[config.mk]
export PLATFORM = sky130hd
export DESIGN_NAME = isd_pin_control
export DESIGN_NICKNAME = d
export VERILOG_FILES = /design/src/isd_pkg.sv /design/src/isd_sync.sv /design/src/isd_osc_monitor.sv /design/src/isd_pin_control.sv
export SDC_FILE = /design/constraint.sdc
export NUM_CORES = 1
export LEC_CHECK = 0
export BUFFER_PORTS_ARGS = -buffer_cell sky130_fd_sc_hd__buf_4
export CORE_MARGIN = 3
export CORE_UTILIZATION = 50
export DETAILED_ROUTE_END_ITERATION = 10
export GPL_TIMING_DRIVEN = 0
export PLACE_DENSITY = 0.73
export SETUP_SLACK_MARGIN = 0.1
export SYNTH_ARGS = -nofsm -noshare
export SYNTH_HDL_FRONTEND = slang
export SYNTH_HIERARCHICAL = 1
export SYNTH_SLANG_ARGS = --single-unit
[constraint.sdc]
create_clock -name clk_sys -period 1.9 [get_ports clk_sys]
set_clock_uncertainty 0.2 [all_clocks]
set_input_delay 0.38 -clock clk_sys [delete_from_list [all_inputs] [get_ports clk_sys]]
set_output_delay 0.38 -clock clk_sys [all_outputs]
set_load 0.005 [all_outputs]
[src/isd_pkg.sv]
package isd_pkg;

    // System clock rate, used to turn times into cycle counts
    localparam int CLK_HZ = 50_000_000;
    localparam int CLK_MHZ = CLK_HZ / 1_000_000;

    // Shoot-through dead time added after the monitor input falls (least)
    localparam int STP_DEAD_NS = 200;
    localparam int STP_DEAD_CYC = (STP_DEAD_NS * CLK_MHZ + 999) / 1000;

    // Blanking after turn-on before desaturation_in, overcurrent and gate are judged
    localparam int BLANK_NS = 1000;
    localparam int BLANK_CYC = (BLANK_NS * CLK_MHZ + 999) / 1000;

    // Delay from end of reset until the ready line is released (least)
    localparam int READY_NS = 2000;
    localparam int READY_CYC = (READY_NS * CLK_MHZ + 999) / 1000;

    // Time the start-stop oscillator keeps running after a turn-off
    localparam int TURNOFF_NS = 500;
    localparam int TURNOFF_CYC = (TURNOFF_NS * CLK_MHZ + 999) / 1000;

    // Oscillator monitor: rising edges counted per window of clk_sys
    localparam int OSC_WINDOW_CYC = 256;
    localparam int OSC_MIN_EDGES = 24;
    localparam int OSC_MAX_EDGES = 40;

    // Bit positions of the primary-side synchroniser vector
    localparam int PRI_PWM = 0;
    localparam int PRI_STM = 1;
    localparam int PRI_EN = 2;
    localparam int PRI_CSN = 3;
    localparam int PRI_RSTN = 4;
    localparam int PRI_W = 5;
    // Pull-device levels: select and reset pins idle high, others low
    localparam logic [PRI_W-1:0] PRI_INIT = 5'h18;

    // Bit positions of the secondary-side synchroniser vector
    localparam int SEC_DESATURATION_IN = 0;
    localparam int SEC_OCP = 1;
    localparam int SEC_GATE = 2;
    localparam int SEC_OSD = 3;
    localparam int SEC_DBG = 4;
    localparam int SEC_VCC2 = 5;
    localparam int SEC_VREG = 6;
    localparam int SEC_W = 7;
    // Desaturation_in and overcurrent idle high; supplies start as not valid
    localparam logic [SEC_W-1:0] SEC_INIT = 7'h03;

    // Open-drain pins only ever drive this level
    localparam logic OD_LOW = 1'b0;

    // Output stage sequence, Gray coded along the usual path
    typedef enum logic [1:0] {
        STG_IDLE = 2'h0,
        STG_ON = 2'h1,
        STG_TURNOFF = 2'h3,
        STG_STOP = 2'h2
    } isd_stage_e;

endpackage

[src/isd_sync.sv]
module isd_sync #(
    parameter int WIDTH = 1,
    parameter logic [WIDTH-1:0] INIT = '0
) (
    // Clock and reset
    input wire logic clk_sys,
    input wire logic rst,
    // Pin levels in, synchronised levels out
    input wire logic [WIDTH-1:0] asyncIn,
    output logic [WIDTH-1:0] syncOut
);

    logic [WIDTH-1:0] stage1Reg;
    logic [WIDTH-1:0] stage2Reg;

    // Two-flop chain; reset to the level the pin's pull device gives
    always_ff @(posedge clk_sys)
    begin
        if (rst)
        begin
            stage1Reg <= INIT;
            stage2Reg <= INIT;
        end
        else
        begin
            stage1Reg <= asyncIn;
            stage2Reg <= stage1Reg;
        end
    end

    assign syncOut = stage2Reg;

endmodule

[src/isd_osc_monitor.sv]
module isd_osc_monitor #(
    parameter int WINDOW = isd_pkg::OSC_WINDOW_CYC,
    parameter int MIN_EDGES = isd_pkg::OSC_MIN_EDGES,
    parameter int MAX_EDGES = isd_pkg::OSC_MAX_EDGES
) (
    // Clock and reset
    input wire logic clk_sys,
    input wire logic rst,
    // Synchronised oscillator level and verdict
    input wire logic oscLevel,
    output logic oscFail
);

    localparam int WW = $clog2(WINDOW + 1);
    localparam int EW = $clog2(MAX_EDGES + 2);
    localparam logic [WW-1:0] WIN_LAST = WW'(WINDOW - 1);
    localparam logic [EW-1:0] E_MIN = EW'(MIN_EDGES);
    localparam logic [EW-1:0] E_MAX = EW'(MAX_EDGES);
    localparam logic [EW-1:0] E_SAT = EW'(MAX_EDGES + 1);

    logic prevReg;
    logic [WW-1:0] winCntReg;
    logic [EW-1:0] edgeCntReg;
    logic oscFailReg;
    logic rise;

    assign rise = oscLevel && !prevReg;

    // Count edges per window; saturate so a fast clock cannot wrap
    always_ff @(posedge clk_sys)
    begin
        if (rst)
        begin
            prevReg <= 1'b0;
            winCntReg <= '0;
            edgeCntReg <= '0;
            oscFailReg <= 1'b0;
        end
        else
        begin
            prevReg <= oscLevel;
            if (winCntReg == WIN_LAST)
            begin
                winCntReg <= '0;
                edgeCntReg <= '0;
                if (edgeCntReg < E_MIN || edgeCntReg > E_MAX)
                    oscFailReg <= 1'b1; // Too slow, too fast or stuck
                else
                    oscFailReg <= 1'b0;
            end
            else
            begin
                winCntReg <= winCntReg + WW'(1);
                if (rise && edgeCntReg != E_SAT)
                    edgeCntReg <= edgeCntReg + EW'(1);
            end
        end
    end

    assign oscFail = oscFailReg;

endmodule

[src/isd_pin_control.sv]
module isd_pin_control (
    // Clock and reset
    input wire logic clk_sys,
    input wire logic rst,
    // Primary side control inputs
    input wire logic pwmIn,
    input wire logic shootThroughMonitorIn,
    input wire logic enableIn,
    input wire logic chipSelectN,
    // Primary side reset and ready pin, open drain
    input wire logic resetNReadyIn,
    output logic resetNReadyOut,
    output logic resetNReadyOe,
    // Primary side fault pins, open drain
    output logic faultClassANOut,
    output logic faultClassANOe,
    output logic faultClassBNOut,
    output logic faultClassBNOe,
    // Serial interface state
    output logic serialSelected,
    // Secondary side monitor inputs
    input wire logic desaturationIn,
    input wire logic overcurrentIn,
    input wire logic gateMonitorIn,
    input wire logic outputStageDisable,
    input wire logic debugStrap,
    input wire logic vcc2Valid,
    input wire logic digitalSupplyValid,
    // Secondary side gate and booster outputs
    output logic turnOnOut,
    output logic turnOnOe,
    output logic turnOffOut,
    output logic turnOffOe,
    output logic clampDisableOut,
    output logic secondarySupplyInvalidNOut,
    output logic secondarySupplyInvalidNOe,
    output logic debugMode,
    // Oscillators
    input wire logic primaryRcOsc,
    input wire logic secondaryRcOsc,
    output logic outputStageStartstopOsc
);

    localparam int SW = $clog2(isd_pkg::STP_DEAD_CYC + 1);
    localparam int BW = $clog2(isd_pkg::BLANK_CYC + 1);
    localparam int RW = $clog2(isd_pkg::READY_CYC + 1);
    localparam int TW = $clog2(isd_pkg::TURNOFF_CYC + 1);
    localparam logic [SW-1:0] DEAD_LOAD = SW'(isd_pkg::STP_DEAD_CYC);
    localparam logic [BW-1:0] BLANK_END = BW'(isd_pkg::BLANK_CYC);
    localparam logic [RW-1:0] READY_END = RW'(isd_pkg::READY_CYC);
    localparam logic [TW-1:0] OFF_END = TW'(isd_pkg::TURNOFF_CYC);

    logic [isd_pkg::PRI_W-1:0] priSync;
    logic [isd_pkg::SEC_W-1:0] secSync;
    logic [1:0] oscSync;
    logic priOscFail;
    logic secOscFail;
    logic pinReset;
    logic logicRst;
    logic readyReg;
    logic [1:0] readyDlyReg;
    logic [RW-1:0] readyCntReg;
    logic debugCapturedReg;
    logic debugModeReg;
    logic [SW-1:0] inhibitCntReg;
    logic inhibitAct;
    logic pwmPrevReg;
    logic pwmRise;
    logic pwmCmdReg;
    logic stpErrorReg;
    logic pwmChannelReg;
    logic configChannelReg;
    logic [1:0] statusChannelReg;
    isd_pkg::isd_stage_e stageReg;
    isd_pkg::isd_stage_e stageNext;
    logic [BW-1:0] onCntReg;
    logic [TW-1:0] offCntReg;
    logic blanked;
    logic secAEvent;
    logic secBEvent;
    logic supplyInvalidReg;
    logic faultAReg;
    logic faultBReg;
    logic turnOnReg;
    logic clampDisableReg;
    logic oscRunReg;
    logic selectedReg;

    ////////////////////////////////////////////////////////////////////////
    // Synchronisers; reset values mirror the pull devices

    isd_sync #(.WIDTH(isd_pkg::PRI_W), .INIT(isd_pkg::PRI_INIT)) u_priSync (
        .clk_sys(clk_sys),
        .rst(rst),
        .asyncIn({resetNReadyIn, chipSelectN, enableIn,
                  shootThroughMonitorIn, pwmIn}),
        .syncOut(priSync)
    );

    isd_sync #(.WIDTH(isd_pkg::SEC_W), .INIT(isd_pkg::SEC_INIT)) u_secSync (
        .clk_sys(clk_sys),
        .rst(rst),
        .asyncIn({digitalSupplyValid, vcc2Valid, debugStrap,
                  outputStageDisable, gateMonitorIn, overcurrentIn,
                  desaturationIn}),
        .syncOut(secSync)
    );

    // RC oscillators arrive as levels and are judged against clk_sys
    isd_sync #(.WIDTH(2), .INIT(2'h0)) u_oscSync (
        .clk_sys(clk_sys),
        .rst(rst),
        .asyncIn({secondaryRcOsc, primaryRcOsc}),
        .syncOut(oscSync)
    );

    isd_osc_monitor u_priOscMon (
        .clk_sys(clk_sys),
        .rst(rst),
        .oscLevel(oscSync[0]),
        .oscFail(priOscFail)
    );

    isd_osc_monitor u_secOscMon (
        .clk_sys(clk_sys),
        .rst(rst),
        .oscLevel(oscSync[1]),
        .oscFail(secOscFail)
    );

    ////////////////////////////////////////////////////////////////////////
    // Reset pin and ready indication

    // Own low drive is ignored, else not-ready would reset itself forever;
    // delayed ready covers the pin's trip through the synchroniser
    assign pinReset = readyReg && readyDlyReg[1]
                      && !priSync[isd_pkg::PRI_RSTN];

    // Ready as seen two edges later, matching the pin synchroniser
    always_ff @(posedge clk_sys)
    begin
        if (logicRst)
            readyDlyReg <= 2'h0;
        else
            readyDlyReg <= {readyDlyReg[0], readyReg};
    end
    assign logicRst = rst || pinReset;

    // Ready released after a settling delay, withdrawn on primary oscillator failure
    always_ff @(posedge clk_sys)
    begin
        if (logicRst)
        begin
            readyCntReg <= '0;
            readyReg <= 1'b0;
        end
        else if (priOscFail)
        begin
            readyReg <= 1'b0;
        end
        else if (readyCntReg != READY_END)
        begin
            readyCntReg <= readyCntReg + RW'(1);
        end
        else
        begin
            readyReg <= 1'b1;
        end
    end

    // Strap caught once after power-up only; the pin reset keeps it
    always_ff @(posedge clk_sys)
    begin
        if (rst)
        begin
            debugCapturedReg <= 1'b0;
            debugModeReg <= 1'b0;
        end
        else if (!debugCapturedReg && readyReg)
        begin
            debugCapturedReg <= 1'b1;
            debugModeReg <= secSync[isd_pkg::SEC_DBG];
        end
    end

    // Serial interface is live only while selected and not in debug mode
    always_ff @(posedge clk_sys)
    begin
        if (logicRst)
            selectedReg <= 1'b0;
        else
            selectedReg <= !priSync[isd_pkg::PRI_CSN]
                           && !debugModeReg;
    end

    ////////////////////////////////////////////////////////////////////////
    // Primary PWM input stage

    // Inhibit lasts while the monitor is high plus the dead time
    always_ff @(posedge clk_sys)
    begin
        if (logicRst)
            inhibitCntReg <= '0;
        else if (priSync[isd_pkg::PRI_STM])
            inhibitCntReg <= DEAD_LOAD;
        else if (inhibitCntReg != '0)
            inhibitCntReg <= inhibitCntReg - SW'(1);
    end

    assign inhibitAct = priSync[isd_pkg::PRI_STM] || inhibitCntReg != '0;
    assign pwmRise = priSync[isd_pkg::PRI_PWM] && !pwmPrevReg;

    // Only a rising edge turns on, so an inhibited edge stays lost
    always_ff @(posedge clk_sys)
    begin
        if (logicRst)
        begin
            pwmPrevReg <= 1'b0;
            pwmCmdReg <= 1'b0;
            stpErrorReg <= 1'b0;
        end
        else
        begin
            pwmPrevReg <= priSync[isd_pkg::PRI_PWM];
            stpErrorReg <= pwmRise && inhibitAct
                           && priSync[isd_pkg::PRI_EN];
            if (!priSync[isd_pkg::PRI_PWM] || !priSync[isd_pkg::PRI_EN]
                || faultAReg)
                pwmCmdReg <= 1'b0;
            else if (pwmRise && !inhibitAct)
                pwmCmdReg <= 1'b1;
        end
    end

    ////////////////////////////////////////////////////////////////////////
    // Channels across the isolation barrier

    // PWM has its own one-way path; status and config share the other
    always_ff @(posedge clk_sys)
    begin
        if (logicRst)
        begin
            pwmChannelReg <= 1'b0;
            configChannelReg <= 1'b0;
            statusChannelReg <= 2'h0;
        end
        else
        begin
            pwmChannelReg <= pwmCmdReg;
            configChannelReg <= priSync[isd_pkg::PRI_EN];
            statusChannelReg <= {secBEvent, secAEvent};
        end
    end

    ////////////////////////////////////////////////////////////////////////
    // Secondary output stage

    assign blanked = onCntReg == BLANK_END;
    // Desaturation_in and overcurrent judged once turn-on blanking has passed
    assign secAEvent = stageReg == isd_pkg::STG_ON && blanked
                       && (secSync[isd_pkg::SEC_DESATURATION_IN]
                           || secSync[isd_pkg::SEC_OCP]);
    // Gate disagreeing with the commanded state, or a dead oscillator
    assign secBEvent = secOscFail
                       || (stageReg == isd_pkg::STG_ON && blanked
                           && !secSync[isd_pkg::SEC_GATE])
                       || (stageReg == isd_pkg::STG_IDLE
                           && secSync[isd_pkg::SEC_GATE]);

    // Stage sequence; any stop reason leads through a timed turn-off
    always_comb
    begin
        stageNext = stageReg;
        case (stageReg)
            isd_pkg::STG_IDLE:
                if (pwmChannelReg && configChannelReg && !faultAReg
                    && !secSync[isd_pkg::SEC_OSD])
                    stageNext = isd_pkg::STG_ON;
            isd_pkg::STG_ON:
                if (!pwmChannelReg || !configChannelReg || secAEvent
                    || secSync[isd_pkg::SEC_OSD])
                    stageNext = isd_pkg::STG_TURNOFF;
            isd_pkg::STG_TURNOFF:
                if (offCntReg == OFF_END)
                    stageNext = isd_pkg::STG_STOP;
            default:
                stageNext = isd_pkg::STG_IDLE;
        endcase
    end

    always_ff @(posedge clk_sys)
    begin
        if (logicRst)
            stageReg <= isd_pkg::STG_IDLE;
        else
            stageReg <= stageNext;
    end

    // On-time counter for blanking, off-time counter for osc run-down
    always_ff @(posedge clk_sys)
    begin
        if (logicRst)
        begin
            onCntReg <= '0;
            offCntReg <= '0;
        end
        else
        begin
            if (stageReg != isd_pkg::STG_ON)
                onCntReg <= '0;
            else if (!blanked)
                onCntReg <= onCntReg + BW'(1);
            if (stageReg != isd_pkg::STG_TURNOFF)
                offCntReg <= '0;
            else if (offCntReg != OFF_END)
                offCntReg <= offCntReg + TW'(1);
        end
    end

    // Gate, clamp and oscillator drives come straight from flops
    always_ff @(posedge clk_sys)
    begin
        if (logicRst)
        begin
            turnOnReg <= 1'b0;
            clampDisableReg <= 1'b0;
            oscRunReg <= 1'b0;
        end
        else
        begin
            turnOnReg <= stageNext == isd_pkg::STG_ON;
            clampDisableReg <= stageNext == isd_pkg::STG_ON;
            oscRunReg <= stageNext == isd_pkg::STG_ON
                         || stageNext == isd_pkg::STG_TURNOFF;
        end
    end

    ////////////////////////////////////////////////////////////////////////
    // Faults and supply flag

    // Faults are sticky until reset; nothing else clears them
    always_ff @(posedge clk_sys)
    begin
        if (logicRst)
        begin
            faultAReg <= 1'b0;
            faultBReg <= 1'b0;
            supplyInvalidReg <= 1'b1;
        end
        else
        begin
            if (statusChannelReg[0])
                faultAReg <= 1'b1;
            if (statusChannelReg[1] || priOscFail || stpErrorReg)
                faultBReg <= 1'b1;
            supplyInvalidReg <= !secSync[isd_pkg::SEC_VCC2]
                                || !secSync[isd_pkg::SEC_VREG];
        end
    end

    ////////////////////////////////////////////////////////////////////////
    // Pin drives

    assign resetNReadyOut = isd_pkg::OD_LOW;
    assign resetNReadyOe = !readyReg;
    assign faultClassANOut = isd_pkg::OD_LOW;
    assign faultClassANOe = faultAReg;
    assign faultClassBNOut = isd_pkg::OD_LOW;
    // Supply loss is reported as a level, not latched
    assign faultClassBNOe = faultBReg || supplyInvalidReg;
    assign secondarySupplyInvalidNOut = isd_pkg::OD_LOW;
    assign secondarySupplyInvalidNOe = supplyInvalidReg;
    assign turnOnOut = turnOnReg;
    assign turnOffOut = !turnOnReg;
    assign turnOnOe = !secSync[isd_pkg::SEC_OSD];
    assign turnOffOe = !secSync[isd_pkg::SEC_OSD];
    assign clampDisableOut = clampDisableReg;
    assign outputStageStartstopOsc = oscRunReg;
    assign debugMode = debugModeReg;
    assign serialSelected = selectedReg;

endmodule

# == Word-level counts from Yosys, hierarchy flattened ==
# Index checks and enable logic that the tools add are counted.
# totals
elab_cells,137
reg_bits,104
# classes
n_eq_ne,14
n_bitwise,1
add_sub_neg,8
n_lt_le_gt_ge,4
n_mux,8
n_reduce_logical,66
# ops
operator,count
$logic_and A1 B1 Y1,19
$logic_not A1 Y1,19
$add A6 B1 Y6 const B,3
$add A9 B1 Y9 const B,2
$eq A9 B8 Y1 const B,2
$logic_or A1 B1 Y1,17
$reduce_or A2 Y1,7
$gt A6 B6 Y1 const B,2
$lt A6 B5 Y1 const B,2
$ne A6 B6 Y1 const B,2
$mux W4,2
$add A7 B1 Y7 const B,1
$ne A7 B7 Y1 const B,1
$eq A6 B6 Y1 const B,1
$mux W2,3
$pmux W2 S3,1
$add A5 B1 Y5 const B,1
$eq A5 B5 Y1 const B,1
$ne A5 B5 Y1 const B,1
$eq A2 B1 Y1 const B,2
$eq A2 B2 Y1 const B,2
$reduce_bool A4 Y1,1
$sub A4 B1 Y4 const B,1
$logic_not A2 Y1,1
other kinds (6),7

# == Longest topological paths before layout ==
# logic_depth
word_depth,9
mapped_depth,7

# == Cells and area by module ==
# The synthesis kept the hierarchy.
# modules_own_cells
mod,seq_area_each_um2,area_per_inst_um2,instances,cells_each
isd_pin_control,840.8,1769.2,1,188
isd_osc_monitor,340.3,759.5,2,84
isd_sync (u_secSync),280.3,384.1,1,29
isd_sync (u_priSync),200.2,262.8,1,20
isd_sync (u_oscSync),80.1,105.1,1,8

# == Least setup slack after synthesis ==
# Ideal clock, no wire load.
# synth_timing
path_type,register to register
startpoint,reg u_priOscMon.winCntReg[0]
endpoint,reg u_priOscMon.winCntReg[2]
arrival_ns,1.571
slack_ns,0.001
setup_ns,0.128
stages_incl_launch_ff,8
period_less_slack_ns,1.899
required_time_ns,1.572
path_buffers,1
path_cell_list,dfxtp_1 > ha_1 > nand3_1 > nor3_1 > ha_1 > or2_2 > clkbuf_1 > nor2_1
# synth_between
elab_chain_cells,2
elab_cells_between_ends,3
# synth_rtl
item,line,source
from (decl),isd_osc_monitor.sv:22,logic [WW-1:0] winCntReg;
from (signal assigned),isd_osc_monitor.sv:53,winCntReg <= winCntReg + WW'(1);
branches (longest 2 deep; another with $add A9 B1 Y9),-,
# Parallel ways; which one is timed is not known.
# A chain may end at the register's enable or synchronous reset.

# == Worst setup path in the final report ==
# layout_timing
startpoint,reg u_priOscMon.winCntReg[1]
endpoint,reg u_priOscMon.edgeCntReg[0]
# layout_between
elab_chain_cells,2
# layout_rtl
item,line,source
$eq A9 B8 Y1,isd_osc_monitor.sv:42,if (winCntReg == WIN_LAST)
$reduce_or A2 Y1 (no line),-,
to (signal assigned),isd_osc_monitor.sv:55,edgeCntReg <= edgeCntReg + EW'(1);
to (decl),isd_osc_monitor.sv:23,logic [EW-1:0] edgeCntReg;
# Every way passes these cells.

==> flow_metrics.py <==
metrics = {
    "yosys": {
        "synthDominantCellAreaShare": 0.515,
        "synth_common_cells": "dfxtp_1, a21oi_1, nor2_1",
        "yosysTopAreaCell": "dfxtp_1",
        "synth_compound_area_frac": 0.111,
        "synthAdderAreaFrac": 0.0434,
        "ys_ff_latch": 104,
        "syn_avg_cell_area_um2": 9.78,
        "ys_warn_count": 6,
        "synthDistinctLibCells": 48,
        "synth_xor_xnor_area_share": 0.0303,
        "synth_top_family_by_area": "simple AND/OR/NAND/NOR gates",
        "ys_async_sr_fraction": 0,
        "synthMuxAreaShare": 0.0149,
        "ys_top_cells_by_area": "dfxtp_1, ha_1, a21oi_1",
        "synth_edf_count": 0,
        "syn-cell-area_um2": 4040,
        "netlist_instances": 413,
        "synth.most_common_cell": "dfxtp_1",
        "synthFlopType": "dfxtp_1",
        "yosys.area_share.simple": 0.246,
        "yosysSeqAreaShare": 0.515,
    },
    "clocking": {
        "cts_buffers": 9,
        "cts_buffer_depth": 2,
        "clk_latency_ps": 370,
        "cts_tree": "yes",
        "clockRootBuffer": "clkbuf_8",
        "path_clk_slew_ps": 100,
        "cts_sinks": 104,
        "cts_max_level": 3,
    },
    "critical_path": {
        "start_kind": "flop",
        "crit_chain": "ha_4 > nand3_4 > nor3_2 > ha_2 > buf_4 > or3_1 > mux2i_1",
        "cpMaxStageDelayCell": "dfxtp_4",
        "path_max_fanout": 4,
        "crit_type": "reg2reg",
        "slowest_delay_ps": 360,
        "cp.required_ps": 2000,
        "crit_arrival_ps": 1840,
        "end_kind": "flop",
    },
    "timing": {
        "whs_ps": 21.3,
        "maxSlewViolCount": 0,
        "fmax_mhz": 574,
        "min_period_over_period": 0.916,
        "period_needed_ps": 1740,
        "setup-tns-final_ps": 0,
        "setup_viol": 0,
        "rsz0062_at_grt": "no",
        "hold_violations": 0,
    },
    "place": {
        "placed_area_um2": 4400,
        "gp_congestion": 0.852,
        "numPortBuffers": 27,
        "dp_hpwl_um": 4900,
    },
    "routing": {
        "drt-wirelength-per-cell_um": 12.7,
        "wl_um": 7360,
        "ant_nets": 0,
        "num_vias": 3002,
        "drc_errors": 0,
        "vias_per_cell": 5.18,
        "dr.first_iter.drc_count": 68,
        "dr.pass1.iters": 5,
    },
    "pwr": {
        "ir_drop_v": 0.000435,
        "total_power_w": 0.00398,
        "p_leak_nw": 1.83,
        "powerDensity_nw_per_um2": 814,
    },
    "status": {
        "status": "completed",
    },
    "worst_hold_path": {
        "worstHoldPathType": "in2reg",
    },
    "global_route": {
        "grt_remaining_overflow": 0,
        "grt_max_degree": 33,
        "antenna_found_initial": 0,
        "grt_pass1_wl_um": 12300,
        "grt_pass1_vias": 2805,
        "grt.total_usage": 0.171,
    },
    "floorplanning": {
        "fp.dieArea_um2": 9190,
        "core-area_um2": 7770,
        "rows": 32,
        "io_pins": 32,
        "initial_core_util": 0.520,
        "die_height_um": 95.9,
        "fp.dieW_um": 95.9,
    },
    "final_layout": {
        "area_delta_synth_final_pct": 21.0,
        "drive_gt1_frac": 0.192,
        "design_area_um2": 4890,
        "antenna_cells": 0,
        "nNetsFinal": 504,
    },
    "run": {
        "drv_cap": 0,
    },
}
-- metrics by stage --
step                worst slack, ps  utilization  cells
floorplan                       133            -    416
global placement              -81.3        0.566    545
detailed placement             -132        0.566    545
CTS                             106        0.620    576
global route                   96.2        0.629    580
finish                          159        0.629    580
-- flip-flops by register name, summed over array words and instances (netlist names), 2 cells and up --
name	count
u_priSync/stage1Reg	5
readyCntReg	7
inhibitCntReg	4
u_oscSync/syncOut	2
u_oscSync/stage1Reg	2
onCntReg	6
u_priOscMon/edgeCntReg	6
stageReg	2
readyDlyReg	2
u_secSync/stage1Reg	7
u_secSync/syncOut	7
statusChannelReg	2
u_secOscMon/edgeCntReg	6
u_priOscMon/winCntReg	9
offCntReg	5
u_secOscMon/winCntReg	9
u_priSync/syncOut	5
-- layer usage --
metal	GRT usage	share of wire	wire, um	vias to the layer above
met5	0	0	0	-
met4	0.0640	0.014	102	0
met3	0.0469	0.031	227	8
met2	0.282	0.49	3600	30
met1	0.214	0.47	3430	1407
li1	-	-	-	1557
-- cell families after synthesis --
logic type                 count (synthesis)
and+or+nand+nor                          171
other                                      1
DFF                                      104
AOI/OAI and AO/OA                         71
muxes                                      6
buffers and inverters                     32
adders and majority gates                 14
xor gates and xnor gates                  14
-- power breakdown --
part	internal [W]	switching, W	total (W)
combinational	0.000122	0.0000966	0.000218
sequential	0.00224	0.0000428	0.00228
clock	0.000741	0.000737	0.00148
-- final timing paths --
path | startpoint | end | slack (ps) | cells past startpoint
max | u_priOscMon/winCntReg[1]$_SDFF_PP0_ | u_priOscMon/edgeCntReg[0]$_SDFFE_PP0P_ | 160 | 7
min | gateMonitorIn | u_secSync/stage1Reg[2]$_SDFF_PP0_ | 20 | 2
max reg2reg | u_priOscMon/winCntReg[1]$_SDFF_PP0_ | u_priOscMon/edgeCntReg[0]$_SDFFE_PP0P_ | 160 | 7
min reg2reg | u_priSync/syncOut[3]$_SDFF_PP1_ | serialSelected$_SDFF_PP0_ | 190 | 1
-- critical path: cells and delay by family (launching register included) --
family                   cells  cell delay [ps]
multiplexers                 1              140
flip-flops                   1              360
AND/OR/NAND/NOR              3              480
buffers and inverters        1              140
adder cells (fa/ha/maj)      2              360
-- final cells by class --
type,instances,area [um^2]
Buffer,12,97.6
Clock buffer,9,124
Clock inverter,6,90.1
Fill cell,663,2880
Inverter,20,75.1
Multi-Input combinational cell,280,1900
Sequential cell,104,2090
Tap cell,102,128
Timing Repair Buffer,47,380
-- cells in the final DEF (no fill, tap or decap), drive strengths merged, types with 3 or more instances in the layout --
master	instances
nor2b	18
o21ai	16
dfxtp	104
or2	12
nand3b	5
and2	5
nand2b	5
or4	4
nor3	12
nor2	25
conb	4
nand4	3
buf	45
nand4b	4
and3	5
dlygate4sd3	11
inv	21
nor4	3
o31ai	4
mux2i	6
clkbuf	12
nand3	22
and4bb	5
ha	14
a211oi	8
nand2	23
or3	13
a21o	3
xor2	8
xnor2	6
a31oi	3
and2b	4
a21oi	27
-- what timing repair did --
item,CTS,global route
endpoints found under the hold margin,11,0
gates resized for setup,14,10
pin swaps,3,6
hold buffers,11,0
buffers inserted,5,4
setup endpoints to repair,32,34
Power figures use the tool's default switching activity.
